===== config.mk =====
export PLATFORM = sky130hd
export DESIGN_NAME = tcls_top
export DESIGN_NICKNAME = d
export VERILOG_FILES = /design/src/logic/tcls_pkg.sv /design/src/logic/tcls_top.sv /design/src/logic/tcls_stat_ctr.sv /design/src/logic/tcls_commit.sv
export SDC_FILE = /design/constraint.sdc
export NUM_CORES = 1
export LEC_CHECK = 0
export BUFFER_PORTS_ARGS = -buffer_cell sky130_fd_sc_hd__buf_4
export CAP_MARGIN = 10
export CORE_MARGIN = 2
export CORE_UTILIZATION = 40
export DETAILED_ROUTE_END_ITERATION = 6
export GPL_ROUTABILITY_DRIVEN = 1
export PLACE_DENSITY = 0.74
export SLEW_MARGIN = 20
export SYNTH_ARGS = -nofsm -noshare
export SYNTH_HDL_FRONTEND = slang
export SYNTH_SLANG_ARGS = --single-unit

===== constraint.sdc =====
create_clock -name CLK -period 1.8 [get_ports CLK]
set_input_delay 0.09 -clock CLK [delete_from_list [all_inputs] [get_ports CLK]]
set_output_delay 0.09 -clock CLK [all_outputs]
set_load 0.05 [all_outputs]

===== src/logic/tcls_pkg.sv =====
// constants, types and helpers shared by the commit/led/statistics block
package tcls_pkg;
  localparam logic [7:0] OFS_STAT_RX = 8'h30;
  localparam logic [7:0] OFS_STAT_TX = 8'h34;
  localparam logic [7:0] OFS_STAT_ERR = 8'h38;
  localparam logic [7:0] OFS_COMMIT = 8'h40;
  localparam logic [7:0] OFS_LED = 8'h44;
  localparam int COMMIT_LANE = 3;
  localparam int LED_LANE = 0;
  localparam int PHY_FDX_DIS_BIT = 3;
  localparam int PHY_LOOP_BIT = 2;
  localparam int PHY_MEDIA_BIT = 1;
  localparam int PHY_RSVD_BIT = 0;
  localparam logic [7:0] COMMIT_RESET = 8'h00;
  localparam logic [7:0] LED_RESET = 8'h00;
  localparam logic [3:0] LVL_MAX = 4'h7;
  localparam logic [3:0] LVL_DEADLOCK_MIN = 4'h3;
  localparam logic [3:0] LVL_WHOLE_MIN = 4'h5;
  localparam logic [11:0] COMMIT_BASE_BYTES = 12'h040;
  localparam logic [2:0] INT_TYPE_STATS = 3'h2;
  localparam int NUM_CTR = 6;

  typedef struct packed {
    logic tx_good;
    logic tx_underrun;
    logic rx_good;
    logic rx_overrun;
    logic rx_frame_end;
    logic rx_crc_err;
    logic rx_odd_nibble;
  } tcls_stat_ev_t;

  typedef struct packed {
    logic [7:0] addr;
    logic [3:0] be;
    logic rd;
    logic wr;
    logic [31:0] wdata;
  } tcls_dio_req_t;

  typedef struct packed {
    logic [3:0] level;
    logic [3:0] phy_opt;
  } tcls_commit_t;

  // counter order: good rx, rx overrun, good tx, tx underrun, crc, code
  function automatic int ctr_width(input int i);
    return (i == 0 || i == 2) ? 24 : 8;
  endfunction : ctr_width

  function automatic logic [7:0] ctr_ofs(input int i);
    return (i < 2) ? OFS_STAT_RX : (i < 4) ? OFS_STAT_TX : OFS_STAT_ERR;
  endfunction : ctr_ofs

  function automatic int ctr_lane(input int i);
    return (i == 0 || i == 2) ? 0 : (i == 4) ? 2 : 3;
  endfunction : ctr_lane

  function automatic logic ctr_is_err(input int i);
    return !(i == 0 || i == 2);
  endfunction : ctr_is_err
endpackage : tcls_pkg


===== src/logic/tcls_top.sv =====
// commit register, led register and demand priority statistics counters
`timescale 1ns/1ps
module tcls_top
  import tcls_pkg::*;
(
  input wire logic CLK,
  input wire logic ARST_N,
  input wire tcls_dio_req_t DIO_REQ,
  output logic [31:0] DIO_RDATA,
  output logic DIO_RVALID,
  input wire tcls_stat_ev_t STAT_EVENTS,
  input wire logic MEDIA_RX_ERROR_PIN,
  input wire logic ADAPTER_RESET,
  input wire logic HOST_BUS_RESET_N,
  input wire logic ADAPTER_RUN_CONTROL,
  input wire logic BIT_RATE_PHY_SELECT,
  input wire logic [11:0] TX_FIFO_BYTES,
  input wire logic TX_FRAME_IN_FIFO,
  input wire logic TX_WAIT_DATA,
  input wire logic DMA_WAIT_SPACE,
  output logic TX_START_OK,
  output logic [3:0] TX_COMMIT_LEVEL,
  output logic MEDIA_TX_NIBBLE_BIT3,
  output logic MEDIA_TX_NIBBLE_BIT2,
  output logic MEDIA_TX_NIBBLE_BIT1,
  output logic MEDIA_TX_ERROR_PIN,
  input wire logic EXPANSION_HIGH_LATCH_EN,
  input wire logic EXPANSION_LOW_LATCH_EN,
  input wire logic EXPANSION_OUTPUT_EN_N,
  output logic [7:0] EXPANSION_ADDR_DATA_PINS_O,
  output logic EXPANSION_ADDR_DATA_PINS_OE,
  output logic STATS_OVF_INT,
  output logic [2:0] STATS_INT_TYPE
);
  logic soft_clr;
  logic commit_wr;
  logic led_wr;
  logic rom_busy;
  logic rx_err_seen_reg;
  logic rx_err_any;
  logic [NUM_CTR-1:0] ctr_inc;
  logic [NUM_CTR-1:0] err_msb;
  logic [23:0] ctr_val [NUM_CTR];
  logic [7:0] led_reg;
  logic [31:0] rdata_next;
  tcls_commit_t commit;

  // adapter reset and bus reset both clear the soft registers synchronously
  assign soft_clr = ADAPTER_RESET || !HOST_BUS_RESET_N;

  // write strobes need the byte lane that holds the register
  assign commit_wr = DIO_REQ.wr && DIO_REQ.addr == OFS_COMMIT && DIO_REQ.be[COMMIT_LANE];
  assign led_wr = DIO_REQ.wr && DIO_REQ.addr == OFS_LED && DIO_REQ.be[LED_LANE];

  // receive error pin may pulse anywhere in the frame, so hold it to frame end
  always_ff @(posedge CLK or negedge ARST_N) begin
    if (!ARST_N) begin
      rx_err_seen_reg <= 1'b0;
    end else if (STAT_EVENTS.rx_frame_end) begin
      rx_err_seen_reg <= 1'b0;
    end else if (MEDIA_RX_ERROR_PIN) begin
      rx_err_seen_reg <= 1'b1;
    end
  end

  assign rx_err_any = rx_err_seen_reg || MEDIA_RX_ERROR_PIN;

  // counter increments; crc only counts when no alignment or code error
  always_comb begin
    ctr_inc[0] = STAT_EVENTS.rx_good;
    ctr_inc[1] = STAT_EVENTS.rx_overrun;
    ctr_inc[2] = STAT_EVENTS.tx_good;
    ctr_inc[3] = STAT_EVENTS.tx_underrun;
    ctr_inc[4] = STAT_EVENTS.rx_frame_end && STAT_EVENTS.rx_crc_err
                 && !STAT_EVENTS.rx_odd_nibble && !rx_err_any;
    ctr_inc[5] = STAT_EVENTS.rx_frame_end
                 && (STAT_EVENTS.rx_odd_nibble || rx_err_any);
  end

  // counters; a read clears only the byte lanes that were enabled
  for (genvar i = 0; i < NUM_CTR; i++) begin : g_ctr
    localparam int W = ctr_width(i);
    logic [W/8-1:0] clr;
    logic [W-1:0] val;
    for (genvar k = 0; k < W / 8; k++) begin : g_lane
      assign clr[k] = DIO_REQ.rd && DIO_REQ.addr == ctr_ofs(i)
                      && DIO_REQ.be[ctr_lane(i) + k];
    end
    tcls_stat_ctr #(
      .W(W)
    ) u_ctr (
      .clk(CLK),
      .arst_n(ARST_N),
      .inc(ctr_inc[i]),
      .clr_bytes(clr),
      .value(val)
    );
    assign ctr_val[i] = 24'(val);
    assign err_msb[i] = ctr_is_err(i) ? val[W-1] : 1'b0;
  end

  tcls_commit u_commit (
    .clk(CLK),
    .arst_n(ARST_N),
    .soft_clr(soft_clr),
    .wr_en(commit_wr),
    .wr_byte(DIO_REQ.wdata[COMMIT_LANE*8 +: 8]),
    .run_ctl(ADAPTER_RUN_CONTROL),
    .underrun(STAT_EVENTS.tx_underrun),
    .fifo_bytes(TX_FIFO_BYTES),
    .frame_in_fifo(TX_FRAME_IN_FIFO),
    .tx_wait_data(TX_WAIT_DATA),
    .dma_wait_space(DMA_WAIT_SPACE),
    .commit(commit),
    .start_ok(TX_START_OK)
  );

  assign TX_COMMIT_LEVEL = commit.level;

  // led register, writable at any time except while a soft reset is held
  always_ff @(posedge CLK or negedge ARST_N) begin
    if (!ARST_N) begin
      led_reg <= LED_RESET;
    end else if (soft_clr) begin
      led_reg <= LED_RESET;
    end else if (led_wr) begin
      led_reg <= DIO_REQ.wdata[LED_LANE*8 +: 8];
    end
  end

  // read mux; counter reads see the value from before the clear
  always_comb begin
    rdata_next = 32'h0000_0000;
    for (int i = 0; i < NUM_CTR; i++) begin
      if (DIO_REQ.addr == ctr_ofs(i)) begin
        rdata_next = rdata_next | ({8'h00, ctr_val[i]} << (8 * ctr_lane(i)));
      end
    end
    if (DIO_REQ.addr == OFS_COMMIT) begin
      rdata_next[COMMIT_LANE*8 +: 8] = commit;
    end
    if (DIO_REQ.addr == OFS_LED) begin
      rdata_next[LED_LANE*8 +: 8] = led_reg;
    end
    for (int b = 0; b < 4; b++) begin
      if (!DIO_REQ.be[b]) begin
        rdata_next[b*8 +: 8] = 8'h00;
      end
    end
  end

  // read data one cycle after the strobe; unmapped bytes read zero
  always_ff @(posedge CLK or negedge ARST_N) begin
    if (!ARST_N) begin
      DIO_RDATA <= 32'h0000_0000;
      DIO_RVALID <= 1'b0;
    end else begin
      DIO_RVALID <= DIO_REQ.rd;
      if (DIO_REQ.rd) begin
        DIO_RDATA <= rdata_next;
      end
    end
  end

  // option bits reach the mii pins only in bit-rate mode, else held low
  always_ff @(posedge CLK or negedge ARST_N) begin
    if (!ARST_N) begin
      MEDIA_TX_NIBBLE_BIT3 <= 1'b0;
      MEDIA_TX_NIBBLE_BIT2 <= 1'b0;
      MEDIA_TX_NIBBLE_BIT1 <= 1'b0;
      MEDIA_TX_ERROR_PIN <= 1'b0;
    end else begin
      MEDIA_TX_NIBBLE_BIT3 <= BIT_RATE_PHY_SELECT && commit.phy_opt[PHY_FDX_DIS_BIT];
      MEDIA_TX_NIBBLE_BIT2 <= BIT_RATE_PHY_SELECT && commit.phy_opt[PHY_LOOP_BIT];
      MEDIA_TX_NIBBLE_BIT1 <= BIT_RATE_PHY_SELECT && commit.phy_opt[PHY_MEDIA_BIT];
      MEDIA_TX_ERROR_PIN <= BIT_RATE_PHY_SELECT && commit.phy_opt[PHY_RSVD_BIT];
    end
  end

  // enable follows the rom strobes directly so the bus never sees contention
  assign rom_busy = EXPANSION_HIGH_LATCH_EN || EXPANSION_LOW_LATCH_EN
                    || !EXPANSION_OUTPUT_EN_N;
  assign EXPANSION_ADDR_DATA_PINS_OE = !rom_busy;

  always_ff @(posedge CLK or negedge ARST_N) begin
    if (!ARST_N) begin
      EXPANSION_ADDR_DATA_PINS_O <= ~LED_RESET;
    end else begin
      EXPANSION_ADDR_DATA_PINS_O <= ~led_reg;
    end
  end

  // overflow level from error counter msbs, cleared by reading them
  always_ff @(posedge CLK or negedge ARST_N) begin
    if (!ARST_N) begin
      STATS_OVF_INT <= 1'b0;
      STATS_INT_TYPE <= 3'h0;
    end else begin
      STATS_OVF_INT <= |err_msb;
      STATS_INT_TYPE <= (|err_msb) ? INT_TYPE_STATS : 3'h0;
    end
  end

  property p_led_pins;
    @(posedge CLK) disable iff (!ARST_N)
      led_wr && !soft_clr |=> ##1 (EXPANSION_ADDR_DATA_PINS_O == ~$past(DIO_REQ.wdata[7:0], 2));
  endproperty
  a_led_pins: assert property (p_led_pins) else $error("led pins not inverted value");

  property p_led_oe;
    @(posedge CLK) disable iff (!ARST_N)
      EXPANSION_ADDR_DATA_PINS_OE == !(EXPANSION_HIGH_LATCH_EN || EXPANSION_LOW_LATCH_EN
                                       || !EXPANSION_OUTPUT_EN_N);
  endproperty
  a_led_oe: assert property (p_led_oe) else $error("pin enable wrong for rom state");

  property p_soft_clr;
    @(posedge CLK) disable iff (!ARST_N)
      soft_clr |=> (led_reg == LED_RESET) && (commit == COMMIT_RESET);
  endproperty
  a_soft_clr: assert property (p_soft_clr) else $error("soft reset left bits set");

  property p_underrun_bump;
    @(posedge CLK) disable iff (!ARST_N)
      (STAT_EVENTS.tx_underrun && !commit_wr && !soft_clr && commit.level < LVL_MAX)
        |=> (commit.level == $past(commit.level) + 4'h1);
  endproperty
  a_underrun_bump: assert property (p_underrun_bump) else $error("level not bumped");

  property p_rsvd_pin;
    @(posedge CLK) disable iff (!ARST_N)
      !MEDIA_TX_ERROR_PIN && (commit.phy_opt[PHY_RSVD_BIT] == 1'b0);
  endproperty
  a_rsvd_pin: assert property (p_rsvd_pin) else $error("reserved option bit set");

  property p_phy_pins;
    @(posedge CLK) disable iff (!ARST_N)
      BIT_RATE_PHY_SELECT |=> MEDIA_TX_NIBBLE_BIT3 == $past(commit.phy_opt[PHY_FDX_DIS_BIT])
        && MEDIA_TX_NIBBLE_BIT1 == $past(commit.phy_opt[PHY_MEDIA_BIT]);
  endproperty
  a_phy_pins: assert property (p_phy_pins) else $error("option bits not on pins");

  property p_good_tx;
    @(posedge CLK) disable iff (!ARST_N)
      (STAT_EVENTS.tx_good && !(DIO_REQ.rd && DIO_REQ.addr == OFS_STAT_TX))
        |=> ctr_val[2] == 24'($past(ctr_val[2]) + 24'h000001);
  endproperty
  a_good_tx: assert property (p_good_tx) else $error("good tx not counted");

  property p_crc_only;
    @(posedge CLK) disable iff (!ARST_N)
      (STAT_EVENTS.rx_frame_end && STAT_EVENTS.rx_crc_err && MEDIA_RX_ERROR_PIN
       && !(DIO_REQ.rd && DIO_REQ.addr == OFS_STAT_ERR))
        |=> (ctr_val[4] == $past(ctr_val[4]))
            && (ctr_val[5][7:0] == 8'($past(ctr_val[5][7:0]) + 8'h01));
  endproperty
  a_crc_only: assert property (p_crc_only) else $error("code error frame miscounted");

  property p_read_clear;
    @(posedge CLK) disable iff (!ARST_N)
      (DIO_REQ.rd && DIO_REQ.addr == OFS_STAT_RX && DIO_REQ.be == 4'h1 && !ctr_inc[0])
        |=> ctr_val[0][7:0] == 8'h00 && ctr_val[0][23:8] == $past(ctr_val[0][23:8])
            && DIO_RVALID && DIO_RDATA[7:0] == $past(ctr_val[0][7:0]);
  endproperty
  a_read_clear: assert property (p_read_clear) else $error("byte read clear wrong");

  property p_ovf;
    @(posedge CLK) disable iff (!ARST_N)
      ctr_val[3][7] |=> STATS_OVF_INT && STATS_INT_TYPE == INT_TYPE_STATS;
  endproperty
  a_ovf: assert property (p_ovf) else $error("overflow not raised");

  property p_no_ovf;
    @(posedge CLK) disable iff (!ARST_N)
      !(|err_msb) |=> !STATS_OVF_INT && STATS_INT_TYPE == 3'h0;
  endproperty
  a_no_ovf: assert property (p_no_ovf) else $error("spurious overflow");

  property p_commit_thr;
    @(posedge CLK) disable iff (!ARST_N)
      (commit.level == 4'h0 && TX_FIFO_BYTES == 12'h03F && !TX_WAIT_DATA) |-> !TX_START_OK;
  endproperty
  a_commit_thr: assert property (p_commit_thr) else $error("started below 64 bytes");

  property p_rd_valid;
    @(posedge CLK) disable iff (!ARST_N)
      DIO_REQ.rd |=> DIO_RVALID;
  endproperty
  a_rd_valid: assert property (p_rd_valid) else $error("read valid missing");

  property p_media_off;
    @(posedge CLK) disable iff (!ARST_N)
      !BIT_RATE_PHY_SELECT |=> !(MEDIA_TX_NIBBLE_BIT3 || MEDIA_TX_NIBBLE_BIT2
                                 || MEDIA_TX_NIBBLE_BIT1 || MEDIA_TX_ERROR_PIN);
  endproperty
  a_media_off: assert property (p_media_off) else $error("media pins driven off mode");

  property p_led_write;
    @(posedge CLK) disable iff (!ARST_N)
      led_wr && !soft_clr |=> led_reg == $past(DIO_REQ.wdata[LED_LANE*8 +: 8]);
  endproperty
  a_led_write: assert property (p_led_write) else $error("led value not stored");

  property p_ctr_wr_ignored;
    @(posedge CLK) disable iff (!ARST_N)
      (DIO_REQ.wr && !DIO_REQ.rd && DIO_REQ.addr == OFS_STAT_RX && !STAT_EVENTS.rx_good
       && !STAT_EVENTS.rx_overrun)
        |=> ctr_val[0] == $past(ctr_val[0]) && ctr_val[1] == $past(ctr_val[1]);
  endproperty
  a_ctr_wr_ignored: assert property (p_ctr_wr_ignored) else $error("counter written");
endmodule : tcls_top


===== src/logic/tcls_stat_ctr.sv =====
// one statistics counter with per-byte clear on read
`timescale 1ns/1ps
module tcls_stat_ctr
  import tcls_pkg::*;
#(
  parameter int W = 8
) (
  input wire logic clk,
  input wire logic arst_n,
  input wire logic inc,
  input wire logic [W/8-1:0] clr_bytes,
  output logic [W-1:0] value
);
  logic [W-1:0] kept;

  // cleared bytes restart from zero; an event in the same cycle still counts
  always_comb begin
    kept = value;
    for (int k = 0; k < W / 8; k++) begin
      if (clr_bytes[k]) begin
        kept[k*8 +: 8] = 8'h00;
      end
    end
  end

  // natural wrap; on the error counters the msb has already flagged overflow
  always_ff @(posedge clk or negedge arst_n) begin
    if (!arst_n) begin
      value <= '0;
    end else begin
      value <= kept + {{(W-1){1'b0}}, inc};
    end
  end

  property p_ctr_wrap;
    @(posedge clk) disable iff (!arst_n)
      (inc && (clr_bytes == '0) && (&value)) |=> (value == '0);
  endproperty
  a_ctr_wrap: assert property (p_ctr_wrap) else $error("counter did not wrap");

  property p_ctr_clear;
    @(posedge clk) disable iff (!arst_n)
      (!inc && (&clr_bytes)) |=> (value == '0);
  endproperty
  a_ctr_clear: assert property (p_ctr_clear) else $error("read did not clear");
endmodule : tcls_stat_ctr


===== src/logic/tcls_commit.sv =====
// adaptive transmit commit level and phy option bits
`timescale 1ns/1ps
module tcls_commit
  import tcls_pkg::*;
(
  input wire logic clk,
  input wire logic arst_n,
  input wire logic soft_clr,
  input wire logic wr_en,
  input wire logic [7:0] wr_byte,
  input wire logic run_ctl,
  input wire logic underrun,
  input wire logic [11:0] fifo_bytes,
  input wire logic frame_in_fifo,
  input wire logic tx_wait_data,
  input wire logic dma_wait_space,
  output tcls_commit_t commit,
  output logic start_ok
);
  logic [3:0] level_base;
  logic [11:0] need_bytes;
  logic deadlock;
  logic [3:0] level_reg;
  logic [3:0] phy_opt_reg;

  // software load only while halted, then the underrun bump on top
  always_comb begin
    level_base = (wr_en && !run_ctl) ? wr_byte[7:4] : level_reg;
  end

  // codes above seven written by software stay put rather than wrap to zero
  always_ff @(posedge clk or negedge arst_n) begin
    if (!arst_n) begin
      level_reg <= COMMIT_RESET[7:4];
    end else if (soft_clr) begin
      level_reg <= COMMIT_RESET[7:4];
    end else if (underrun && level_base < LVL_MAX) begin
      level_reg <= level_base + 4'h1;
    end else begin
      level_reg <= level_base;
    end
  end

  // reserved option bit is forced low whatever software writes
  always_ff @(posedge clk or negedge arst_n) begin
    if (!arst_n) begin
      phy_opt_reg <= COMMIT_RESET[3:0];
    end else if (soft_clr) begin
      phy_opt_reg <= COMMIT_RESET[3:0];
    end else if (wr_en) begin
      phy_opt_reg <= {wr_byte[3:1], 1'b0};
    end
  end

  // one driver for the whole register byte
  assign commit = '{level: level_reg, phy_opt: phy_opt_reg};

  // fill threshold doubles per code; large codes wait for the whole frame
  always_comb begin
    need_bytes = COMMIT_BASE_BYTES << commit.level[2:0];
    deadlock = (commit.level >= LVL_DEADLOCK_MIN) && tx_wait_data && dma_wait_space;
    if (commit.level >= LVL_WHOLE_MIN) begin
      start_ok = frame_in_fifo || deadlock;
    end else begin
      start_ok = (fifo_bytes >= need_bytes) || deadlock;
    end
  end

  property p_sat;
    @(posedge clk) disable iff (!arst_n)
      (commit.level == LVL_MAX && underrun && !wr_en && !soft_clr) |=> (commit.level == LVL_MAX);
  endproperty
  a_sat: assert property (p_sat) else $error("commit level left code seven");

  property p_locked;
    @(posedge clk) disable iff (!arst_n)
      (wr_en && run_ctl && !underrun && !soft_clr) |=> (commit.level == $past(commit.level));
  endproperty
  a_locked: assert property (p_locked) else $error("level written while running");

  property p_deadlock;
    @(posedge clk) disable iff (!arst_n)
      (commit.level >= LVL_DEADLOCK_MIN && tx_wait_data && dma_wait_space) |-> start_ok;
  endproperty
  a_deadlock: assert property (p_deadlock) else $error("deadlock not broken");
endmodule : tcls_commit


# After elaboration in Yosys (flattened, before gate mapping)
# Index checks and enable logic that the tools add are counted.
# word_totals
output_inout_bits	55
regBits	145
wordCells	121
inputBits	78
# op_classes
n_lt_le_gt_ge	4
n_reduce_logical	46
n_shift	1
n_addsub	7
bitwise_logic	6
n_mux	33
eq_ne	5
# ops
cell	n
$mux W32	5
$mux W8	18
$or A32 B32 Y32	3
$or A32 B24 Y32	2
$add A24 B1 Y24	2
$add A8 B1 Y8	4
$logic_and A1 B1 Y1	29
$eq A8 B6 Y1 const B	3
$mux W24	1
$mux W4	5
$eq A8 B7 Y1 const B	2
$ge A12 B12 Y1	1
$shl A7 B3 Y12 const A	1
$not A8 Y8	1
$logic_or A1 B1 Y1	7
$logic_not A1 Y1	6
$reduce_bool A2 Y1	3
$add A4 B1 Y4 const B	1
$ge A4 B2 Y1 const B	1
$ge A4 B3 Y1 const B	1
$lt A4 B3 Y1 const B	1
$reduce_or A4 Y1	1
$mux W1	3
$mux W2	1

# Longest topological paths before layout
# Gate-level depths: netlist (run 1).
# logic_depth
depth_word	14
ltp_mapped	12
ltp_nobuf	9

# Modules after synthesis
# Synthesis (run 1) repeated with hierarchy kept, for this count alone.
# hier_totals
hier_cells	705
hier_area_um2	7414.6
# by_module_without_submodules
module	seq_area_each_um2	area_per_inst_um2	n_inst	cells_per_inst
tcls_top	1386.3	2651.3	1	246
tcls_stat_ctr at g_ctr[1].u_ctr ...	200.2	400.4	4	37
tcls_stat_ctr at g_ctr[2].u_ctr	600.6	1267.5	1	123
tcls_stat_ctr at g_ctr[0].u_ctr	600.6	1261.2	1	122
tcls_commit	175.2	633.1	1	66

# Worst setup path before layout (run 1)
# Ideal clock, no wire load.
# synth_path
path_type	input port to flip-flop
startpoint	in DIO_REQ[45] (netlist bit)
endpoint	reg g_ctr[0].u_ctr.value[14]
n_path_buf	3
setup_ns	0.078
t_arrival_ns	2.499
path_stages	12
slack_ns	-0.777
required_ns	1.722
path_cell_list	and4bb_2 -> buf_2 -> clkbuf_1 -> clkbuf_1 -> nand4_1 -> and2_1 -> ha_1 -> ha_1 -> nand3_1 -> or2_2 -> or4_1 -> a21oi_1
# synth_via
elab_chain_len	5
word_cells_on_any_way	7
cone_classes	add/sub (1); eq/ne (1); mux (2); reduce/logical (3)
# synth_rtl
item	line	rtl
start: declaration	tcls_top.sv:8	input wire tcls_dio_req_t DIO_REQ,
$eq A8 B6 Y1 (*)	tcls_top.sv:86	assign clr[k] = DIO_REQ.rd && DIO_REQ.addr == ctr_ofs(i)
$logic_and A1 B1 Y1 (*)	tcls_top.sv:86	
$logic_and A1 B1 Y1	tcls_top.sv:87	&& DIO_REQ.be[ctr_lane(i) + k];
$mux W8	tcls_stat_ctr.sv:20	if (clr_bytes[k]) begin
$add A24 B1 Y24 (*)	tcls_stat_ctr.sv:31	value <= kept + {{(W-1){1'b0}}, inc};
end signal: assignment	tcls_stat_ctr.sv:31	
end: declaration	tcls_stat_ctr.sv:12	output logic [W-1:0] value
# Every way passes the cells marked *; elsewhere a longest branch is shown, timed or not.
# A chain may end at the register's enable or synchronous reset.

# Worst setup path in the final report (run 1)
# layout_path
startpoint	reg u_commit.level_reg[0]
endpoint	out TX_START_OK
# layout_via
elab_chain_len	5
word_cells_on_any_way	9
cone_classes	order compare (3); shift (1); mux (1); reduce/logical (4)
# layout_rtl
item	line	rtl
start: declaration	tcls_commit.sv:23	logic [3:0] level_reg;
start signal: assignment	tcls_commit.sv:34	level_reg <= COMMIT_RESET[7:4];
start signal: assignment	tcls_commit.sv:36	level_reg <= COMMIT_RESET[7:4];
start signal: assignment	tcls_commit.sv:38	level_reg <= level_base + 4'h1;
branches (longest 4 deep; another with $ge A12 B12 Y1)	--	
$mux W1 (*)	tcls_commit.sv:62	if (commit.level >= LVL_WHOLE_MIN) begin
end: declaration	tcls_top.sv:21	output logic TX_START_OK,
# Mark *: on every way between the ends.

==> out/qor.yml, run 1 <==
sta:
  finClkSkew_ns: 0.00727
  finalCritPeriodShare_pct: 135
  maxSlewHeadroom_pct: 54.3
  setup_viol: 6
  hold_viol_final: 0
  rsz0062_at_grt: "true"
  maxSlewViolCount: 0
  fin_crit_ns: 2.42
  fin_ws_ns: -0.625
  fin_setup_tns_ns: -0.656
  worstMarginPinSlew_ns: 0.686
  fmax_mhz: 412
worst_setup_path:
  r2r_end: "u_commit.level_reg[0]$_DFF_PN0_"
  arrival_ns: 2.33
  reg2reg_slack_ns: -0.02
  crit_required_ns: 1.71
  crit_slowest_cell: "dfrtp_2"
  cp_slowest_stage_delay_ns: 0.43
  worstSetupPathType: "reg -> out"
  startpoint_type: "flip-flop"
  r2r_cells: 8
  rr_startpoint: "u_commit.level_reg[0]$_DFF_PN0_"
  crit_buf_inv: 1
  path_cells: "or3_1, ha_1, o21ai_2, a21oi_2, nor4b_4, o22ai_4, buf_6"
  cpLargestDelayFamily: "simple AND/OR/NAND/NOR gates"
  cp-end-kind: "output port"
  cp_max_fo: 5
  critPathLaunch: "u_commit.level_reg[0]$_DFF_PN0_"
global_routing:
  grt_pass1_vias: 6631
  grt_max_degree: 43
  grt-ovfl-total: 0
  grt_pass1_wl_um: 34100
  grtUsageTotal_pct: 21.9
  antenna_found_initial: 0
place:
  hpwl_um: 15100
  finalWeightedCongestion: 0.847
  pre_cts_slack_ns: -0.658
  port_buffers: 106
  placed_area_um2: 9470
finish:
  fin_nets: 1064
  drive_gt1_share_pct: 36.5
  largest_reg_flops: 80
  antenna_cells: 0
  reg_top3: "g_ctr.u_ctr.value (80), DIO_RDATA (32)"
  n_fill_cell: 1479
  final_area_um2: 10600
  top_register: "g_ctr.u_ctr.value"
  area_growth_pct: 42.0
  fin_util_pct: 58.4
clocking:
  clk_pin_slew_ns: 0.06
  insertion_delay_ns: 0.44
  root_buffer: "clkbuf_16"
  htreeDepth: 4
  clk_path_buf_depth: 2
  clock_sinks: 141
  cts_buffers: 17
  cts_tree: "done"
logic_synthesis:
  ys_seq_area_share_pct: 47.4
  synth_seq_cells: 141
  ys_async_sr_fraction_pct: 100
  postSynthAreaPerCell_um2: 9.95
  synthCells: 750
  synth_edf_count: 0
  yosys_warnings: 0
  synth_area_um2: 7460
  synthFlopType: "dfrtp_1"
  synth_cell_types: 59
floorplanning:
  rows: 49
  num_io_pins: 133
  die_height_um: 141
  dieArea_um2: 19800
  start_util_pct: 41.1
  coreArea_um2: 18100
  die_w_um: 141
route:
  drc_errors: 0
  vias: 6759
  initialDrtViolationCount: 586
  wirelength_um: 21300
  routedWlPerCell_um: 17.6
  first_pass_iters: 5
  viasPerCell: 5.59
  ant_nets: 0
power_and_ir_drop:
  p_total_mw: 9.63
  leakagePower_nw: 4.84
  internal_power_mw: 6.73
  p_per_area_nw_per_um2: 909
  peakVddDrop_mv: 0.713
  p_seq_share_pct: 41.4
  netSwitchingPower_mw: 2.89
  netSwitchingFraction_pct: 30.1
  pwr-share-comb_pct: 21.4
  clkPwrFrac_pct: 37.2
worst_hold_path:
  min_to: "u_commit.level_reg[1]$_DFF_PN0_"
  holdPathStages: 3
  min_from: "DIO_REQ[29]"
  hp-class: "in -> reg"
outcome:
  violations: "setup timing"
  status: "complete, but fails checks"
job:
  drv_cap: 0
logic make-up (layout without fill, tap and decap cells):
family,Yosys count,after routing,share of synthesized area (%)
other cells,1,3,0.0503
compound gates,110,110,10.1
buf+inv,68,295,4.11
xor+xnor,46,46,5.40
simple gates,324,325,23.9
flops,141,141,47.4
mux,41,41,5.79
fa+ha+maj,19,19,3.19
power by group through the flow:
stage	Sequential, mW	Combinational (mW)	Clock [mW]
after global routing	4.03	2.27	3.77
after detailed placement	4.01	1.86	0
after CTS	3.97	2.01	3.61
final	3.99	2.06	3.58
after floorplan	4.01	1.03	0
after global placement	4.00	1.78	0
cell usage in the layout (no fill, tap or decap), drive strengths merged, types with 7 or more instances in the layout:
| cell | synthesis | layout |
|---|---|---|
| a21oi | 15 | 15 |
| a22oi | 20 | 20 |
| a31oi | 7 | 7 |
| and3 | 28 | 28 |
| and4 | 13 | 13 |
| buf | 15 | 221 |
| clkbuf | 30 | 18 |
| dfrtp | 133 | 133 |
| dfstp | 8 | 8 |
| dlygate4sd3 | 0 | 19 |
| ha | 19 | 19 |
| inv | 23 | 29 |
| mux2 | 17 | 17 |
| mux2i | 24 | 24 |
| nand2 | 60 | 60 |
| nand2b | 11 | 11 |
| nand3 | 43 | 43 |
| nand4 | 30 | 30 |
| nor2 | 58 | 58 |
| nor2b | 14 | 14 |
| nor3 | 7 | 7 |
| nor3b | 8 | 8 |
| nor4 | 12 | 12 |
| o21ai | 26 | 26 |
| o2bb2ai | 9 | 9 |
| o31ai | 8 | 8 |
| or3 | 6 | 7 |
| or4 | 12 | 12 |
| xnor2 | 10 | 10 |
| xor2 | 36 | 36 |
worst max path at each step:
| stage | end | slack [ns] | cells past startpoint |
|---|---|---|---|
| finish | TX_START_OK | -0.62 | 7 |
| global route | TX_START_OK | -0.71 | 7 |
| CTS | TX_START_OK | -0.70 | 7 |
| detailed placement | u_commit.level_reg[1]$_DFF_PN0_ | -0.66 | 11 |
| global placement | u_commit.level_reg[1]$_DFF_PN0_ | -0.61 | 11 |
| floorplan | g_ctr[0].u_ctr.value[14]$_DFF_PN0_ | -0.42 | 12 |
routing by layer:
layer | part of all wire (%) | up-vias | GRT usage [%]
li1 | - | 3162 | -
met1 | 43 | 3367 | 28.6
met2 | 50 | 193 | 36.1
met3 | 4.6 | 37 | 4.51
met4 | 2.3 | 0 | 8.16
met5 | 0 | - | 0
through the flow:
| step | hold WS, ns | cells |
|---|---|---|
| floorplan | -0.206 | 752 |
| global placement | 0.0462 | 1147 |
| detailed placement | 0.0407 | 1147 |
| CTS | 0.0401 | 1203 |
| global route | 0.0223 | 1209 |
| finish | 0.0175 | 1209 |
Yosys cell counts, types with 2 or more instances:
library cell | n | share of area (%)
a211oi_1 | 5 | 0.50
a21oi_1 | 15 | 1.0
a221o_1 | 6 | 0.81
a22o_1 | 4 | 0.47
a22oi_1 | 20 | 2.0
a31o_2 | 2 | 0.23
a31oi_1 | 7 | 0.59
and2_1 | 6 | 0.50
and3_1 | 28 | 2.3
and4_1 | 13 | 1.5
buf_2 | 4 | 0.27
buf_4 | 8 | 0.81
buf_6 | 2 | 0.30
clkbuf_1 | 29 | 1.5
dfrtp_1 | 133 | 45
dfstp_2 | 8 | 2.8
ha_1 | 19 | 3.2
inv_1 | 23 | 1.2
mux2_2 | 17 | 2.6
mux2i_1 | 24 | 3.2
nand2_1 | 60 | 3.0
nand2b_1 | 11 | 0.92
nand3_1 | 43 | 2.9
nand3b_1 | 3 | 0.30
nand4_1 | 30 | 2.5
nor2_1 | 58 | 2.9
nor2b_1 | 14 | 1.2
nor3_1 | 7 | 0.47
nor3b_1 | 8 | 0.81
nor4_1 | 11 | 0.92
nor4b_1 | 4 | 0.47
o21ai_0 | 26 | 1.7
o2bb2ai_1 | 9 | 1.1
o31ai_1 | 8 | 0.81
or3_1 | 6 | 0.50
or3b_2 | 2 | 0.23
or4_1 | 10 | 1.0
or4_4 | 2 | 0.30
xnor2_1 | 10 | 1.2
xor2_1 | 36 | 4.2
repair_timing:
item	4_1_cts	5_1_grt
pin swaps	11	23
buffers inserted	5	6
hold endpoints to repair	152	0
gates cloned	1	0
gates resized for setup	12	39
hold buffers	19	0
setup endpoints to repair	14	28
tightest hold or removal path, delay by kind of cell:
| family | cells | cell delay [ns] |
|---|---|---|
| AO/OA/AOI/OAI | 2 | 0.20 |
| buffers and inverters | 1 | 0.12 |
final cells by class:
type	instances	area (um^2)	share of cell area, %
Clock buffer	18	439	4.15
Multi-Input combinational cell	544	4140	39.1
Inverter	23	86.3	0.815
Sequential cell	141	3540	33.4
Timing Repair Buffer	240	1940	18.3
Tap cell	229	287	2.70
Clock inverter	14	158	1.49
(Power assumes the default switching activity.)
==> inputs of run 2 (changes only) <==
PLACE_DENSITY = default   (was 0.74)
PLACE_DENSITY_LB_ADDON = 0.12   (was default)
==> run 2 against run 1 <==
  * The flow still finishes with violations (setup timing)
  * Via count is 0.28% lower
  * Sequential share of layout area is 0.38 points higher
  * Sequential power hardly changed
  * Critical path depth stayed put
  * Highest routed layer unchanged
  * Clock skew is 0.0011 ns higher
  * Fmax is 0.82% higher
  * First-iteration DRC count is 16% lower
  * Count of clock-buffer cells in the layout is 7 higher
==> out/qor.yml, run 2 (synthesized netlist as in run 1, its figures left out) <==
clocking:
  clock_sinks: 141  # unchanged
  insertion_delay_ns: 0.43  # about the same
  clk_pin_slew_ns: 0.06  # about the same
  cts_buffers: 17  # unchanged
  clk_path_buf_depth: 2  # unchanged
  root_buffer: "clkbuf_16"
  cts_tree: "done"
  htreeDepth: 4  # unchanged
worst_hold_path:
  min_from: "DIO_REQ[29]"
  holdPathStages: 3  # unchanged
  hp-class: "in -> reg"
finish:
  final_common_cell: "buf_4"
  drive_gt1_share_pct: 36.2  # -0.36 points
  finalNonFillerCells: 1205  # -0.33%
  reg_top3: "g_ctr.u_ctr.value (80), DIO_RDATA (32)"
  fin_nets: 1061  # -0.28%
  antenna_cells: 0  # unchanged
  largest_reg_flops: 80  # unchanged
  area_growth_pct: 40.4
  n_fill_cell: 1570  # +6.2%
  top_register: "g_ctr.u_ctr.value"
  final_area_um2: 10500  # -1.1%
  mostFrequentLayoutCells: "209 x buf_4, 131 x dfrtp_1, 57 x nand2_1"
worst_setup_path:
  arrival_ns: 2.32  # about the same
  crit_slowest_cell: "dfrtp_1"
  crit_required_ns: 1.71  # about the same
  startpoint_type: "flip-flop"
  reg2reg_slack_ns: 0.01  # +0.03 ns
  path_cells: "or3b_4, ha_4, o2111ai_2, a21oi_2, nor4b_4, o22ai_4, buf_6"
  r2r_end: "g_ctr[2].u_ctr.value[20]$_DFF_PN0_"
  r2r_cells: 8  # unchanged
  cp_slowest_stage_delay_ns: 0.42  # about the same
  cp_max_fo: 5  # unchanged
  cp-end-kind: "output port"
  endpoint: "TX_START_OK"
  worstSetupPathType: "reg -> out"
  rr_startpoint: "g_ctr[2].u_ctr.value[0]$_DFF_PN0_"
  critPathLaunch: "u_commit.level_reg[2]$_DFF_PN0_"
power_and_ir_drop:
  peakVddDrop_mv: 0.652  # -8.6%
  leakagePower_nw: 4.78  # -1.2%
  p_per_area_nw_per_um2: 877  # -3.5%
outcome:
  status: "complete, but fails checks"
  violations: "setup timing"
place:
  placed_area_um2: 9470  # about the same
  port_buffers: 106  # unchanged
  finalWeightedCongestion: 0.846  # about the same
  hpwl_um: 16300  # +7.8%
  placed_cells: 1149  # +0.17%
route:
  met3_length_um: 1040  # +5.1%
  routedWlPerCell_um: 18.1  # +2.8%
  top_layer_used: "met4"
  vias: 6740  # -0.28%
  initialDrtViolationCount: 491  # -16%
  drc_errors: 0  # unchanged
  wl_met2_um: 10900  # +2.4%
  wirelength_met1_um: 9470  # +3.3%
  wirelength_um: 21800  # +2.4%
  first_pass_iters: 5  # unchanged
  viasPerCell: 5.59  # about the same
  ant_nets: 0  # unchanged
floorplanning:
  dieArea_um2: 19800  # unchanged
  die_w_um: 141  # unchanged
  coreArea_um2: 18100  # unchanged
  rows: 49  # unchanged
  num_io_pins: 133  # unchanged
  start_util_pct: 41.1  # unchanged
  die_height_um: 141  # unchanged
global_routing:
  antenna_found_initial: 0  # unchanged
  grt-ovfl-total: 0  # unchanged
  grt_pass1_vias: 7015  # +5.8%
  grt_pass1_wl_um: 35500  # +4.2%
  grt_max_degree: 46  # +7.0%
  grtUsageTotal_pct: 22.6  # +0.71 points
sta:
  fin_setup_tns_ns: -0.605  # +0.0505 ns
  fin_ws_ns: -0.605  # +0.0197 ns
  setup_viol: 1  # -5
  hold_viol_final: 0  # unchanged
  worstMarginPinSlew_ns: 0.643  # -0.0426 ns
  maxSlewViolCount: 0  # unchanged
  fmax_mhz: 416  # +0.82%
  fin_crit_ns: 2.41  # -0.0196 ns
  rsz0062_at_grt: "true"
  fin_hold_ws_ns: 0.0451  # +0.0276 ns
  finClkSkew_ns: 0.00839  # +0.00112 ns
  maxSlewHeadroom_pct: 57.1  # +2.8 points
  finalCritPeriodShare_pct: 134  # -1.1 points
job:
  drv_cap: 0  # unchanged
==> run 2: changes by cell type in the layout (fill, tap and decap cells not counted), moves of 2 or more <==
cell / change
clkbuf_8: +4
inv_6: -6
clkinv_2: +3
bufinv_16: -2
a21oi_1: +2
buf_12: -2
clkinv_4: -2
o31ai_2: +2
nand3_2: +2
clkbuf_1: +3
a21oi_2: -2
==> run 2: worst min path at each step <==
stage	to	slack [ns]
floorplan	DIO_RDATA[0]$_DFFE_PN0P_	-0.21
global placement	DIO_RDATA[9]$_DFFE_PN0P_	0.04
detailed placement	DIO_RDATA[9]$_DFFE_PN0P_	0.05
CTS	DIO_RVALID$_DFF_PN0_	0.05
global route	DIO_RVALID$_DFF_PN0_	0.05
finish	u_commit.level_reg[1]$_DFF_PN0_	0.05
==> run 2: report_power, final <==
group	switching, mW	total, mW	internal [mW]
Sequential	0.396	3.99	3.59
Combinational	0.975	1.96	0.987
Clock	1.31	3.24	1.93
Total	2.68	9.19	6.50
==> run 2: area by class of cell <==
cell class                      count  area (um^2)  share of cell area [%]
Clock buffer                       25          505                    4.83
Timing Repair Buffer              238         1900                    18.1
Tap cell                          229          287                    2.74
Clock inverter                      6         35.0                   0.335
Inverter                           23         86.3                   0.824
Sequential cell                   141         3540                    33.8
Multi-Input combinational cell    543         4120                    39.3
==> run 2: routing by layer <==
| metal | vias up | global-route usage, % |
|---|---|---|
| li1 | 3149 | - |
| met1 | 3363 | 29.0 |
| met2 | 197 | 38.1 |
| met3 | 31 | 5.20 |
| met4 | 0 | 7.32 |
| met5 | - | 0 |
==> run 2: through the flow <==
step | total power, mW | setup WS [ns] | util, %
floorplan | 5.03 | -0.421 | -
global placement | 5.80 | -0.386 | 52.2
detailed placement | 5.89 | -0.523 | 52.2
CTS | 9.21 | -0.686 | 56.5
global route | 9.68 | -0.728 | 57.7
finish | 9.19 | -0.605 | 57.7
==> run 2: worst max-delay path: cells and delay by family (launching register included) <==
| family | cells | cell delay [ns] |
|---|---|---|
| compound gates | 3 | 0.34 |
| fa+ha+maj | 1 | 0.22 |
| buf+inv | 1 | 0.16 |
| flops | 1 | 0.42 |
| simple gates | 2 | 0.75 |
==> run 2: timing repair <==
action / CTS / global route
gates resized for setup: 6 / 42
hold buffers: 19 / 0
gates cloned: 0 / 0
setup buffers: 3 / 5
hold endpoints to repair: 92 / 0
setup endpoints to repair: 15 / 23
pin swaps: 6 / 17
